$ cat src/schp_defs.vh
// Constants for the serial controller host bus port
`ifndef SCHP_DEFS_VH
`define SCHP_DEFS_VH

// Register indices
`define SCHP_REG_CMD        4'h0
`define SCHP_REG_MODE       4'h1
`define SCHP_REG_VECTOR     4'h2
`define SCHP_REG_PENDING    4'h3
`define SCHP_REG_DATA       4'h8
`define SCHP_REG_MASTER     4'h9
`define SCHP_REG_BAUD_LO    4'hc
`define SCHP_REG_BAUD_HI    4'hd

// Command register fields
`define SCHP_CMD_PTR_LSB    0
`define SCHP_CMD_PTR_HI_BIT 3
`define SCHP_CMD_CODE_LSB   3
`define SCHP_CMD_CRC_LSB    6
`define SCHP_CMD_POINT_HIGH 3'h1
`define SCHP_CMD_CRC_NONE   2'h0

// Mode register: pacing function bits
`define SCHP_MODE_PACE_EN   7
`define SCHP_MODE_PACE_REQ  6

// Master control: reset commands in the top two bits
`define SCHP_MASTER_RST_LSB 6
`define SCHP_MASTER_RST_ALL 2'h3
`define SCHP_MASTER_RST_A   2'h2
`define SCHP_MASTER_RST_B   2'h1

// Reset values
`define SCHP_RST_BYTE       8'h00
`define SCHP_RST_MASTER     8'hc0

// Bus timing: the overlap counter holds at this count while the strobes stay together
`define SCHP_COINC_CYCLES   2'h1

`endif

$ cat src/schp_chan_regs.v
// One channel's private register set with readback
`timescale 1ns/100ps
`include "schp_defs.vh"

module schp_chan_regs (
    // Clock and reset
    input  wire       clk_i,
    input  wire       rstn_i,
    // Access from the bus front end
    input  wire       wr_i,
    input  wire [3:0] idx_i,
    input  wire [7:0] wdata_i,
    input  wire       soft_rst_i,
    // Register views
    input  wire [3:0] rd_idx_i,
    output reg  [7:0] rdata_o,
    output wire       pace_req_o,
    output wire       pace_en_o,
    output wire [1:0] crc_cmd_o
);

    reg [7:0] regs_ff [0:15];
    integer   i;

    // Sixteen writable registers; soft reset puts pacing back to wait
    always @(posedge clk_i or negedge rstn_i) begin
        if (!rstn_i) begin
            for (i = 0; i < 16; i = i + 1) begin
                regs_ff[i] <= `SCHP_RST_BYTE;
            end
        end else if (soft_rst_i) begin
            regs_ff[`SCHP_REG_MODE] <= `SCHP_RST_BYTE;
        end else if (wr_i) begin
            regs_ff[idx_i] <= wdata_i;
        end
    end

    // Baud bytes read back where they were written, else the stored byte
    always @* begin
        rdata_o = regs_ff[rd_idx_i];
    end

    assign pace_req_o = regs_ff[`SCHP_REG_MODE][`SCHP_MODE_PACE_REQ];
    assign pace_en_o  = regs_ff[`SCHP_REG_MODE][`SCHP_MODE_PACE_EN];
    assign crc_cmd_o  = regs_ff[`SCHP_REG_CMD][`SCHP_CMD_CRC_LSB +: 2];

endmodule // schp_chan_regs

$ cat src/schp_pace.v
// Wait/request pacing output for one channel
`timescale 1ns/100ps

module schp_pace (
    // Clock and reset
    input  wire clk_i,
    input  wire rstn_i,
    // Function and state
    input  wire enable_i,
    input  wire req_mode_i,
    input  wire ready_i,
    input  wire busy_access_i,
    // Pin, two signals
    output reg  pin_o,
    output reg  pin_oe_n_o
);

    // Wait mode pulls low open-drain while a stalled access waits;
    // request mode drives both levels, low meaning ready
    always @(posedge clk_i or negedge rstn_i) begin
        if (!rstn_i) begin
            pin_o      <= 1'b0;
            pin_oe_n_o <= 1'b1;
        end else if (!enable_i) begin
            pin_o      <= 1'b0;
            pin_oe_n_o <= 1'b1;
        end else if (req_mode_i) begin
            pin_o      <= ~ready_i;
            pin_oe_n_o <= 1'b0;
        end else begin
            pin_o      <= 1'b0;
            pin_oe_n_o <= ~(busy_access_i & ~ready_i);
        end
    end

endmodule // schp_pace

$ cat src/schp_host_port.v
// Host bus port of a dual channel serial controller
`timescale 1ns/100ps
`include "schp_defs.vh"

module schp_host_port (
    // Clock and reset
    input  wire       clk_i,
    input  wire       rstn_i,
    // Variant select: high chooses the multiplexed bus
    input  wire       muxed_mode_i,
    // Non-multiplexed bus
    input  wire       chan_b_sel_i,
    input  wire       chip_enable_n_i,
    input  wire       data_sel_i,
    input  wire       read_n_i,
    input  wire       write_n_i,
    // Multiplexed bus
    input  wire       address_strobe_n_i,
    input  wire       latched_select_n_i,
    input  wire       level_select_i,
    input  wire       data_strobe_n_i,
    input  wire       read_dir_i,
    // Shared eight bit bus, three signals
    input  wire [7:0] bus_i,
    output reg  [7:0] bus_o,
    output reg        bus_oe_n_o,
    // Interrupt acknowledge and chain
    input  wire       irq_acknowledge_n_i,
    input  wire       prio_chain_in_i,
    input  wire [5:0] pending_i,
    input  wire [2:0] vector_status_i,
    // Channel data paths
    input  wire [7:0] rx_data_a_i,
    input  wire [7:0] rx_data_b_i,
    input  wire [1:0] chan_ready_i,
    output reg  [1:0] tx_load_o,
    output reg  [7:0] tx_data_o,
    output reg  [1:0] rx_take_o,
    // Controls to the channel engines
    output reg  [1:0] crc_cmd_a_o,
    output reg  [1:0] crc_cmd_b_o,
    output reg  [7:0] vector_o,
    output reg  [7:0] master_ctrl_o,
    output reg        coinc_reset_o,
    // Pacing pins, two signals each
    output wire [1:0] pace_o,
    output wire [1:0] pace_oe_n_o
);

    // Access states
    localparam ST_IDLE = 2'd0;
    localparam ST_RD   = 2'd1;
    localparam ST_WR   = 2'd2;
    localparam ST_DONE = 2'd3;

    reg  [1:0] state_ff;
    reg  [1:0] nxt_state;
    reg  [3:0] ptr_ff;
    reg  [3:0] nxt_ptr;
    reg  [7:0] addr_ff;
    reg        cs0_ff;
    reg        ack_ff;
    reg  [1:0] coinc_cnt_ff;
    reg        acc_chan_b_ff;
    reg        acc_data_ff;
    reg  [3:0] acc_idx_ff;
    reg  [7:0] wdata_ff;
    reg        as_d_ff;

    // Front end decode
    reg        sel;
    reg        rd_req;
    reg        wr_req;
    reg        chan_b;
    reg        is_data;
    reg  [3:0] idx;
    reg        coinc;

    wire [7:0] rdata_a;
    wire [7:0] rdata_b;
    wire [1:0] pace_req;
    wire [1:0] pace_en;
    wire [1:0] crc_a;
    wire [1:0] crc_b;
    reg  [7:0] vector_ff;
    reg  [7:0] master_ff;
    reg  [1:0] chan_wr;
    reg  [7:0] rsel;

    // Vector with status in bits 3:1, used by both read paths
    function [7:0] schp_vec_status;
        input [7:0] vec;
        input [2:0] st;
        begin
            schp_vec_status = {vec[7:4], st, vec[0]};
        end
    endfunction

    // Strobe coincidence on either variant
    always @* begin
        if (muxed_mode_i) begin
            coinc = !address_strobe_n_i && !data_strobe_n_i;
        end else begin
            coinc = !read_n_i && !write_n_i;
        end
    end

    // Address phase of the multiplexed bus; caught on the strobe's rising edge
    always @(posedge clk_i or negedge rstn_i) begin
        if (!rstn_i) begin
            as_d_ff <= 1'b1;
            addr_ff <= `SCHP_RST_BYTE;
            cs0_ff  <= 1'b1;
        end else begin
            as_d_ff <= address_strobe_n_i;
            if (!as_d_ff && address_strobe_n_i) begin
                addr_ff <= bus_i;
                cs0_ff  <= latched_select_n_i;
            end
        end
    end

    // Acknowledge input registered on the clock; no pulse shorter is seen
    always @(posedge clk_i or negedge rstn_i) begin
        if (!rstn_i) begin
            ack_ff <= 1'b0;
        end else begin
            ack_ff <= !irq_acknowledge_n_i;
        end
    end

    // Decode of the current bus cycle
    always @* begin
        if (muxed_mode_i) begin
            sel     = !cs0_ff && level_select_i && !data_strobe_n_i;
            rd_req  = sel && read_dir_i;
            wr_req  = sel && !read_dir_i;
            chan_b  = addr_ff[4];
            is_data = addr_ff[3:0] == `SCHP_REG_DATA;
            idx     = addr_ff[3:0];
        end else begin
            sel     = !chip_enable_n_i;
            rd_req  = sel && !read_n_i;
            wr_req  = sel && !write_n_i;
            chan_b  = chan_b_sel_i;
            is_data = data_sel_i;
            idx     = is_data ? `SCHP_REG_DATA : ptr_ff;
        end
    end

    // Access sequencer: one register access per strobe assertion
    always @* begin
        nxt_state = state_ff;
        nxt_ptr   = ptr_ff;
        case (state_ff)
            ST_IDLE: begin
                if (coinc) begin
                    nxt_state = ST_DONE;
                end else if (rd_req && !ack_ff) begin
                    nxt_state = ST_RD;
                end else if (wr_req) begin
                    nxt_state = ST_WR;
                end
            end
            ST_RD, ST_WR: begin
                nxt_state = ST_DONE;
                if (!muxed_mode_i && !acc_data_ff) begin
                    if (state_ff == ST_WR && acc_idx_ff == `SCHP_REG_CMD) begin
                        // Point-high code reaches the upper eight registers
                        nxt_ptr = {(wdata_ff[`SCHP_CMD_CODE_LSB +: 3] == `SCHP_CMD_POINT_HIGH),
                                   wdata_ff[`SCHP_CMD_PTR_LSB +: 3]};
                    end else begin
                        nxt_ptr = 4'h0;
                    end
                end
            end
            ST_DONE: begin
                if (!rd_req && !wr_req && !coinc) begin
                    nxt_state = ST_IDLE;
                end
            end
            default: begin
                nxt_state = ST_IDLE;
            end
        endcase
        if (coinc) begin
            nxt_ptr = 4'h0;
        end
    end

    always @(posedge clk_i or negedge rstn_i) begin
        if (!rstn_i) begin
            state_ff      <= ST_IDLE;
            ptr_ff        <= 4'h0;
            acc_chan_b_ff <= 1'b0;
            acc_data_ff   <= 1'b0;
            acc_idx_ff    <= 4'h0;
            wdata_ff      <= `SCHP_RST_BYTE;
            coinc_cnt_ff  <= 2'h0;
            coinc_reset_o <= 1'b0;
        end else begin
            state_ff <= nxt_state;
            ptr_ff   <= nxt_ptr;
            if (state_ff == ST_IDLE) begin
                acc_chan_b_ff <= chan_b;
                acc_data_ff   <= is_data;
                acc_idx_ff    <= idx;
                wdata_ff      <= bus_i;
            end
            // Pulse once per coincidence so a held overlap resets only once
            if (!coinc) begin
                coinc_cnt_ff <= 2'h0;
            end else if (coinc_cnt_ff != `SCHP_COINC_CYCLES) begin
                coinc_cnt_ff <= coinc_cnt_ff + 2'h1;
            end
            coinc_reset_o <= coinc && coinc_cnt_ff == 2'h0;
        end
    end

    // Write strobes to each channel; shared registers are kept apart
    always @* begin
        chan_wr = 2'b00;
        if (state_ff == ST_WR && acc_idx_ff != `SCHP_REG_VECTOR
                && acc_idx_ff != `SCHP_REG_MASTER) begin
            chan_wr[acc_chan_b_ff] = 1'b1;
        end
    end

    // Shared vector and master control registers, one copy for both channels
    always @(posedge clk_i or negedge rstn_i) begin
        if (!rstn_i) begin
            vector_ff <= `SCHP_RST_BYTE;
            master_ff <= `SCHP_RST_MASTER;
        end else if (state_ff == ST_WR) begin
            if (acc_idx_ff == `SCHP_REG_VECTOR) begin
                vector_ff <= wdata_ff;
            end
            if (acc_idx_ff == `SCHP_REG_MASTER) begin
                master_ff <= wdata_ff;
            end
        end
    end

    // Channel-specific register views
    always @* begin
        case (acc_idx_ff)
            `SCHP_REG_VECTOR: begin
                rsel = acc_chan_b_ff ? schp_vec_status(vector_ff, vector_status_i)
                                     : vector_ff;
            end
            `SCHP_REG_PENDING: begin
                rsel = acc_chan_b_ff ? 8'h00 : {2'b00, pending_i};
            end
            `SCHP_REG_DATA: begin
                rsel = acc_chan_b_ff ? rx_data_b_i : rx_data_a_i;
            end
            `SCHP_REG_BAUD_LO, `SCHP_REG_BAUD_HI: begin
                rsel = acc_chan_b_ff ? rdata_b : rdata_a;
            end
            default: begin
                rsel = acc_chan_b_ff ? rdata_b : rdata_a;
            end
        endcase
    end

    // Data bus drivers; acknowledge reads take precedence over registers
    always @(posedge clk_i or negedge rstn_i) begin
        if (!rstn_i) begin
            bus_o      <= `SCHP_RST_BYTE;
            bus_oe_n_o <= 1'b1;
        end else if (ack_ff && !muxed_mode_i && !read_n_i) begin
            bus_o      <= schp_vec_status(vector_ff, vector_status_i);
            bus_oe_n_o <= ~(prio_chain_in_i && pending_i != 6'h00);
        end else if (state_ff == ST_RD || (state_ff == ST_DONE && rd_req && !coinc)) begin
            if (state_ff == ST_RD) begin
                bus_o <= rsel;
            end
            bus_oe_n_o <= 1'b0;
        end else begin
            bus_oe_n_o <= 1'b1;
        end
    end

    // Data register side effects and control outputs
    always @(posedge clk_i or negedge rstn_i) begin
        if (!rstn_i) begin
            tx_load_o     <= 2'b00;
            tx_data_o     <= `SCHP_RST_BYTE;
            rx_take_o     <= 2'b00;
            crc_cmd_a_o   <= `SCHP_CMD_CRC_NONE;
            crc_cmd_b_o   <= `SCHP_CMD_CRC_NONE;
            vector_o      <= `SCHP_RST_BYTE;
            master_ctrl_o <= `SCHP_RST_MASTER;
        end else begin
            tx_load_o <= {2{state_ff == ST_WR && acc_data_ff}} &
                         {acc_chan_b_ff, !acc_chan_b_ff};
            rx_take_o <= {2{state_ff == ST_RD && acc_idx_ff == `SCHP_REG_DATA}} &
                         {acc_chan_b_ff, !acc_chan_b_ff};
            if (state_ff == ST_WR) begin
                tx_data_o <= wdata_ff;
            end
            crc_cmd_a_o   <= crc_a;
            crc_cmd_b_o   <= crc_b;
            vector_o      <= vector_ff;
            master_ctrl_o <= master_ff;
        end
    end

    // Channel register sets
    schp_chan_regs u_regs_a (
        .clk_i      (clk_i),
        .rstn_i     (rstn_i),
        .wr_i       (chan_wr[0]),
        .idx_i      (acc_idx_ff),
        .wdata_i    (wdata_ff),
        .soft_rst_i (coinc_reset_o),
        .rd_idx_i   (acc_idx_ff),
        .rdata_o    (rdata_a),
        .pace_req_o (pace_req[0]),
        .pace_en_o  (pace_en[0]),
        .crc_cmd_o  (crc_a)
    );

    schp_chan_regs u_regs_b (
        .clk_i      (clk_i),
        .rstn_i     (rstn_i),
        .wr_i       (chan_wr[1]),
        .idx_i      (acc_idx_ff),
        .wdata_i    (wdata_ff),
        .soft_rst_i (coinc_reset_o),
        .rd_idx_i   (acc_idx_ff),
        .rdata_o    (rdata_b),
        .pace_req_o (pace_req[1]),
        .pace_en_o  (pace_en[1]),
        .crc_cmd_o  (crc_b)
    );

    // Pacing pins; a wait stalls the host while the channel is not ready
    schp_pace u_pace_a (
        .clk_i         (clk_i),
        .rstn_i        (rstn_i),
        .enable_i      (pace_en[0]),
        .req_mode_i    (pace_req[0]),
        .ready_i       (chan_ready_i[0]),
        .busy_access_i (sel && !chan_b && is_data),
        .pin_o         (pace_o[0]),
        .pin_oe_n_o    (pace_oe_n_o[0])
    );

    schp_pace u_pace_b (
        .clk_i         (clk_i),
        .rstn_i        (rstn_i),
        .enable_i      (pace_en[1]),
        .req_mode_i    (pace_req[1]),
        .ready_i       (chan_ready_i[1]),
        .busy_access_i (sel && chan_b && is_data),
        .pin_o         (pace_o[1]),
        .pin_oe_n_o    (pace_oe_n_o[1])
    );

endmodule // schp_host_port

$ cat config.mk
export PLATFORM = sky130hd
export DESIGN_NAME = schp_host_port
export DESIGN_NICKNAME = d
export VERILOG_FILES = /design/src/schp_chan_regs.v /design/src/schp_pace.v /design/src/schp_host_port.v
export VERILOG_INCLUDE_DIRS = /design/src
export SDC_FILE = /design/constraint.sdc
export NUM_CORES = 1
export LEC_CHECK = 0
export CAP_MARGIN = 20
export CORE_MARGIN = 2
export CORE_UTILIZATION = 25
export CTS_BUF_LIST = sky130_fd_sc_hd__clkbuf_16
export DETAILED_ROUTE_END_ITERATION = 16
export DONT_BUFFER_PORTS = 1
export GPL_ROUTABILITY_DRIVEN = 0
export GPL_TIMING_DRIVEN = 1
export SKIP_LAST_GASP = 1
export SYNTH_ARGS = -nofsm -noshare
export SYNTH_HDL_FRONTEND = slang
export SYNTH_SLANG_ARGS = --single-unit
$ cat constraint.sdc
create_clock -name clk_i -period 2.87 [get_ports clk_i]
set_input_delay 0 -clock clk_i [delete_from_list [all_inputs] [get_ports clk_i]]
set_output_delay 0 -clock clk_i [all_outputs]
set_load 0.1 [all_outputs]
==> results_dict.tcl, run 1 <==
set metrics [dict create \
    outcome "complete, but fails checks" \
    violated_checks "hold timing" \
    tns_ns 0 \
    cts_root_buf "clkbuf_16" \
    grt_pass1_vias 9842 \
    synth_enable_flop_cells 0 \
    grt_pass1_wl_um 63500 \
    synth_sequential_area_ratio_pct 55.6 \
    rsz0062_at_grt "no" \
    cpLargestDelayFamily "buffers and inverters" \
    antenna_found_initial 1 \
    max_cap_violations 0 \
    worstSkewPairLatency_ns 0.54 \
    iter_0_drt_violations 825 \
    cp_startpoint_kind "flop" \
    cts_buffers 38 \
    worst_clock_skew_ns 0.0205 \
    worst_slew_pin_slew_ns 1.15 \
    yosysTopAreaCell "dfrtp_1" \
    cpMaxStageDelayCell "dfrtp_2" \
    critical_path.n_buffers_inverters 3 \
    crit_path_frequent_cell "buf_4" \
    ys_seq_elements 348 \
    peakVddDrop_mv 0.494 \
    hold_path_class "primary input to async pin" \
    worst_hold_slack_ns -0.841 \
    synth_top_area_cells "dfrtp_1, mux2_2, mux4_2" \
    period_minus_slack_ns 2.69 \
    die-width_um 255 \
    final-instance-count-excl-fill 1988 \
    overflow 0 \
    reg2reg_setup_slack_ns 0.18 \
    vias_per_inst 4.79 \
    synth.distinct_cells 71 \
    post-route-period-util_pct 93.7 \
    maximum_operating_frequency_mhz 372 \
    cts_tree "built" \
    vias 9531 \
    hold_violations 348 \
    num_io_pins 96 \
    cell_by_cell_trace_of_the_critical_path "buf_4 > nor4b_4 > buf_4 > a221oi_1 > o21ai_0 > a32o_1 > dlygate4sd3_1 > a31o_1" \
    worstSetupPathType "flop to flop" \
    layout-drive-gt1-share_pct 40.4 \
    detail_route.wl_per_cell_um 20.9 \
    asyncSetResetFlopFracSynth_pct 100 \
    worst_setup_hold_path_clk_slew_ns 0.06 \
    synthDominantCellAreaShare_pct 54.1 \
    antenna_violating_nets_post_route 0 \
    p_leak_uw 0.00830 \
    worstPathArrival_ns 3.16 \
    io_buffer_count 0 \
    cts.sink_count 348 \
    hpwl_after_dpl_um 27200 \
    starting_utilization_of_the_core_area_pct 25.3 \
    final_common_cell "dfrtp_1" \
    coreArea_um2 61900 \
    global_route.usage.total_pct 12.8 \
    postSynth.topFlopCell "dfrtp_1" \
    mappedNetlistArea_um2 15700 \
    cts_hold_fix_bufs 37 \
    syn_to_final_growth_pct 17.6 \
    antenna_cells 0 \
    final-setup-viol-count 0 \
    core.rowCount 91 \
    number_of_fillers_in_the_final_layout 6179 \
    layout.cell_area.non_filler_um2 18500 \
    mostFrequentLayoutCells "dfrtp_1, mux2_2, buf_4" \
    drt_pre_antenna_iters 5 \
    dpl-instance-area_um2 16700 \
    synthesis.instances 1087 \
    power_uw 21300 \
    h-tree-depth 2 \
    route.final.wire_length_um 41500 \
    ys_warn_count 0 \
    slew_headroom_pct 22.4 \
    power.density_nw_per_um2 1150 \
    placed_cells_incl_taps 1873 \
    chipHeight_um 255 \
    cp_slowest_stage_delay_ns 0.58 \
    num-nets-final 1181 \
    final_max_tran_viols 0 \
    worst_ep_required_time_ns 3.34 \
    syn_area_per_cell_um2 14.4 \
    syn-num-nets 1144 \
    grt_start_max_net_pins 349 \
    worst_setup_path_end_kind "flop" \
    cts_max_path_buffers 3 \
    total_die_area_um2 64800 \
    post-route-drc-count 0 \
    timing.critical_path.fanout_max 16 \
]
## registers in the layout (all words and copies together) (netlist names), 2 cells and up
| name | flops |
|---|---|
| u_regs_a.regs_ff | 124 |
| u_regs_b.regs_ff | 124 |
| bus_o | 8 |
| master_ctrl_o | 8 |
| master_ff | 8 |
| tx_data_o | 8 |
| vector_ff | 8 |
| vector_o | 8 |
| wdata_ff | 8 |
| addr_ff | 5 |
| acc_idx_ff | 4 |
| ptr_ff | 4 |
| coinc_cnt_ff | 2 |
| crc_cmd_a_o | 2 |
| crc_cmd_b_o | 2 |
| rx_take_o | 2 |
| state_ff | 2 |
| tx_load_o | 2 |
| u_regs_a.crc_cmd_o | 2 |
| u_regs_b.crc_cmd_o | 2 |
## per-stage QoR
step | util [%] | setup slack [ns] | hold slack (ns)
2_1_floorplan | - | 0.460 | -0.296
3_3_place_gp | 26.9 | 0.304 | -0.288
3_5_place_dp | 26.9 | 0.249 | -0.287
4_1_cts | 29.6 | 0.0213 | -0.860
5_1_grt | 29.8 | 0.0819 | -0.862
6_report | 29.8 | 0.180 | -0.841
## metal layers
layer  track usage, %  part of all wire, %
met5                0                    0
met1             17.2                   45
met3             2.05                  5.4
met4             4.36                  3.1
met2             21.1                   47
## path summary, 6_finish.rpt
kind,from,endpoint,depth (start not counted)
hold reg to reg,master_ff[6],master_ctrl_o[6],0
setup / recovery,acc_idx_ff[2],bus_o[1],8
hold / removal,rstn_i,wdata_ff[3],0
setup reg to reg,acc_idx_ff[2],bus_o[1],8
max in group asynchronous,rstn_i,u_regs_a.regs_ff[2],0
min in group clk_i,address_strobe_n_i,as_d_ff,1
## area by class of cell
class / count / area (um^2) / area share, %
clock buffers: 41 / 1030 / 5.56
clock inverters: 26 / 274 / 1.48
inverters: 8 / 30.0 / 0.163
multi-input cells: 618 / 6350 / 34.4
flip-flops and latches: 348 / 8730 / 47.3
well taps: 837 / 1050 / 5.68
repair buffers: 110 / 993 / 5.38
## worst reg2reg max path, stage by stage, from the launching register on
cell           delay (ns)
dfrtp_2              0.58
buf_4                0.25
nor4b_4              0.52
buf_4                0.22
a221oi_1             0.07
o21ai_0              0.17
a32o_1               0.18
dlygate4sd3_1        0.55
a31o_1               0.09
## cells in the mapped netlist, drive strengths merged (3+ instances only)
cell type and n:
nand2 18, inv 8, o21ai 12, a32o 3, a22oi 11, nor3 12
nand3b 3, dfrtp 339, a21oi 20, o211ai 3, a221o 6, nor2 47
dfstp 9, a221oi 5, nand3 6, nor2b 9, mux4 48, ha 7
o221ai 9, clkbuf 67, o22ai 8, nand2b 6, mux2i 41, a211oi 9
buf 46, a22o 25, a2111oi 3, nor3b 10, o31ai 5, mux2 253
and3 5
## cells by family after synthesis
group | after synthesis | share of synthesized area [%]
xor+xnor | 1 | 0.0558
mux | 342 | 28.2
flops | 348 | 55.6
simple gates | 135 | 5.19
buf+inv | 121 | 3.99
compound gates | 133 | 6.47
fa+ha+maj | 7 | 0.558
## repair_timing
item                                   in CTS  in global routing
gates resized for setup                     0                  1
endpoints found under the hold margin     389                348
setup endpoints to repair                   0                  3
buffers inserted                            0                 11
## power by group
part	switching, uW	internal [uW]	leakage [uW]
Combinational	3760	3280	0.00305
Clock	1980	3110	0.000652
Sequential	2730	6440	0.00460
No activity file was read; power rests on OpenSTA's default activity.
==> run 2, diff against run 1 <==
- HOLD_SLACK_MARGIN: default -> 0.05
==> run 2 against run 1 <==
Effect of this change: via count hardly changed; clock-buffer cell count stayed put; clock power hardly changed; critical path type unchanged; highest routed layer unchanged; the run still ends with hold timing left.
==> results_dict.tcl, run 2 (synthesized netlist as in run 1, its figures left out) <==
set metrics [dict create \
    dpl-instance-area_um2 16700 \
    layout-drive-gt1-share_pct 40.2 \
    period_minus_slack_ns 2.69 \
    crit_path_frequent_cell "buf_4" \
    die-width_um 255 \
    chipHeight_um 255 \
    mostFrequentLayoutCells "dfrtp_1, mux2_2, buf_4" \
    hold_violations 348 \
    number_of_fillers_in_the_final_layout 6177 \
    violated_checks "hold timing" \
    overflow 0 \
    vias_per_inst 4.78 \
    drt_pre_antenna_iters 5 \
    worst_setup_ep "bus_o[1]" \
    grt_pass1_vias 9876 \
    grt_start_max_net_pins 349 \
    worstPathArrival_ns 3.17 \
    core.rowCount 91 \
    post-route-period-util_pct 93.7 \
    cts.sink_count 348 \
    final-setup-viol-count 0 \
    uppermost_signal_routing_layer_after_detailed_routing "met4" \
    antenna_found_initial 0 \
    final_max_tran_viols 0 \
    h-tree-depth 2 \
    cts_buffers 38 \
    worst_setup_path_startpoint "acc_idx_ff[2]" \
    detail_route.wl_per_cell_um 20.9 \
    cp_startpoint_kind "flop" \
    num_io_pins 96 \
    outcome "complete, but fails checks" \
    total_die_area_um2 64800 \
    timing.critical_path.fanout_max 16 \
    post-route-drc-count 0 \
    hold_path_class "primary input to async pin" \
    worst_reg2reg_path_startpoint "acc_idx_ff[2]" \
    cts_tree "built" \
    critical_path.n_buffers_inverters 3 \
    coreArea_um2 61900 \
    cts_max_path_buffers 3 \
    slew_headroom_pct 24.4 \
    cts_root_buf "clkbuf_16" \
    worst_setup_hold_path_clk_slew_ns 0.06 \
    global_route.usage.total_pct 12.8 \
    iter_0_drt_violations 796 \
    rr_endpoint "bus_o[1]" \
    p_leak_uw 0.00832 \
    worst_ep_required_time_ns 3.35 \
    num-nets-final 1187 \
    layout.cell_area.non_filler_um2 18500 \
    r2r.worst_path.cells 8 \
    worst_slew_pin_slew_ns 1.12 \
    worst_setup_path_end_kind "flop" \
    cpMaxStageDelayCell "dfrtp_2" \
    worstSetupPathType "flop to flop" \
    syn_to_final_growth_pct 18.0 \
    reg2reg_setup_slack_ns 0.18 \
    cpLargestDelayFamily "buffers and inverters" \
    worst_hold_slack_ns -0.842 \
    final_common_cell "dfrtp_1" \
    power.density_nw_per_um2 1150 \
    met2_wirelength_um 19500 \
    route.final.wire_length_um 41700 \
    worstSetupPathDepth 8 \
    detail_route.wirelength.met1_um 18800 \
    rsz0062_at_grt "no" \
    io_buffer_count 0 \
    detailroute.wirelength.met3_um 2160 \
    maximum_operating_frequency_mhz 372 \
    hpwl_after_dpl_um 27200 \
    tns_ns 0 \
    cts_hold_fix_bufs 43 \
    cp_slowest_stage_delay_ns 0.58 \
    grt_pass1_wl_um 63500 \
    starting_utilization_of_the_core_area_pct 25.3 \
    worst_clock_skew_ns 0.0202 \
    antenna_cells 0 \
    worstSkewPairLatency_ns 0.54 \
    cell_by_cell_trace_of_the_critical_path "buf_4 > nor4b_4 > buf_4 > a221oi_1 > o21ai_0 > a32o_1 > dlygate4sd3_1 > a31o_1" \
    peakVddDrop_mv 0.490 \
    largest_registers_ranked_by_flip_flop_count "u_regs_a.regs_ff: 124 flops, u_regs_b.regs_ff: 124 flops" \
    antenna_violating_nets_post_route 0 \
    vias 9538 \
    max_cap_violations 0 \
]
[run 2: changes by cell type in the layout (fill, tap and decap cells not counted)]
cell	before	now
dlygate4sd3_1	37	43
[run 2: worst min path at each step]
stage / endpoint / cells after the start / slack, ns
CTS: wdata_ff[3] / 0 / -0.86
finish: ptr_ff[2] / 0 / -0.84
global placement: addr_ff[2] / 0 / -0.29
floorplan: acc_chan_b_ff / 0 / -0.30
detailed placement: wdata_ff[3] / 0 / -0.29
global route: wdata_ff[3] / 0 / -0.86
[run 2: layout make-up]
class,instances,area (um^2),share of cell area (%)
flip-flops and latches,348,8730,47.2
inverters,8,30.0,0.162
clock buffers,41,1030,5.54
well taps,837,1050,5.66
clock inverters,26,274,1.48
multi-input cells,618,6350,34.3
repair buffers,116,1050,5.69
[run 2: per-stage QoR]
stage	setup WS (ns)	utilization, %	power, uW	std cells	hold slack [ns]
3_5_place_dp	0.249	26.9	16000	1873	-0.287
4_1_cts	0.0213	29.7	21300	1983	-0.860
6_report	0.180	29.9	21300	1994	-0.842
3_3_place_gp	0.304	26.9	15800	1873	-0.288
2_1_floorplan	0.460	-	13700	1087	-0.296
5_1_grt	0.0834	29.9	22300	1994	-0.865
[run 2: worst reg2reg max path, stage by stage (launching register included)]
cell and delay [ns]:
dfrtp_2 0.58, buf_4 0.25, nor4b_4 0.52, buf_4 0.22, a221oi_1 0.07, o21ai_0 0.16, a32o_1 0.18, dlygate4sd3_1 0.55
a31o_1 0.09
[run 2: metal layers]
layer / track usage [%] / vias up
li1: - / 4083
met1: 17.2 / 5119
met2: 21.2 / 273
met3: 2.06 / 63
met4: 4.34 / 0
met5: 0 / -
[run 2: timing repair]
item                                   in CTS  in global routing
endpoints found under the hold margin     392                348
setup buffers                               0                 11
gates resized for setup                     0                  1
setup endpoints to repair                   0                  2
[run 2: where the power goes]
part / total, uW / switching (uW) / internal (uW)
registers: 9170 / 2730 / 6440
clock network: 5090 / 1990 / 3110
logic: 7060 / 3770 / 3290
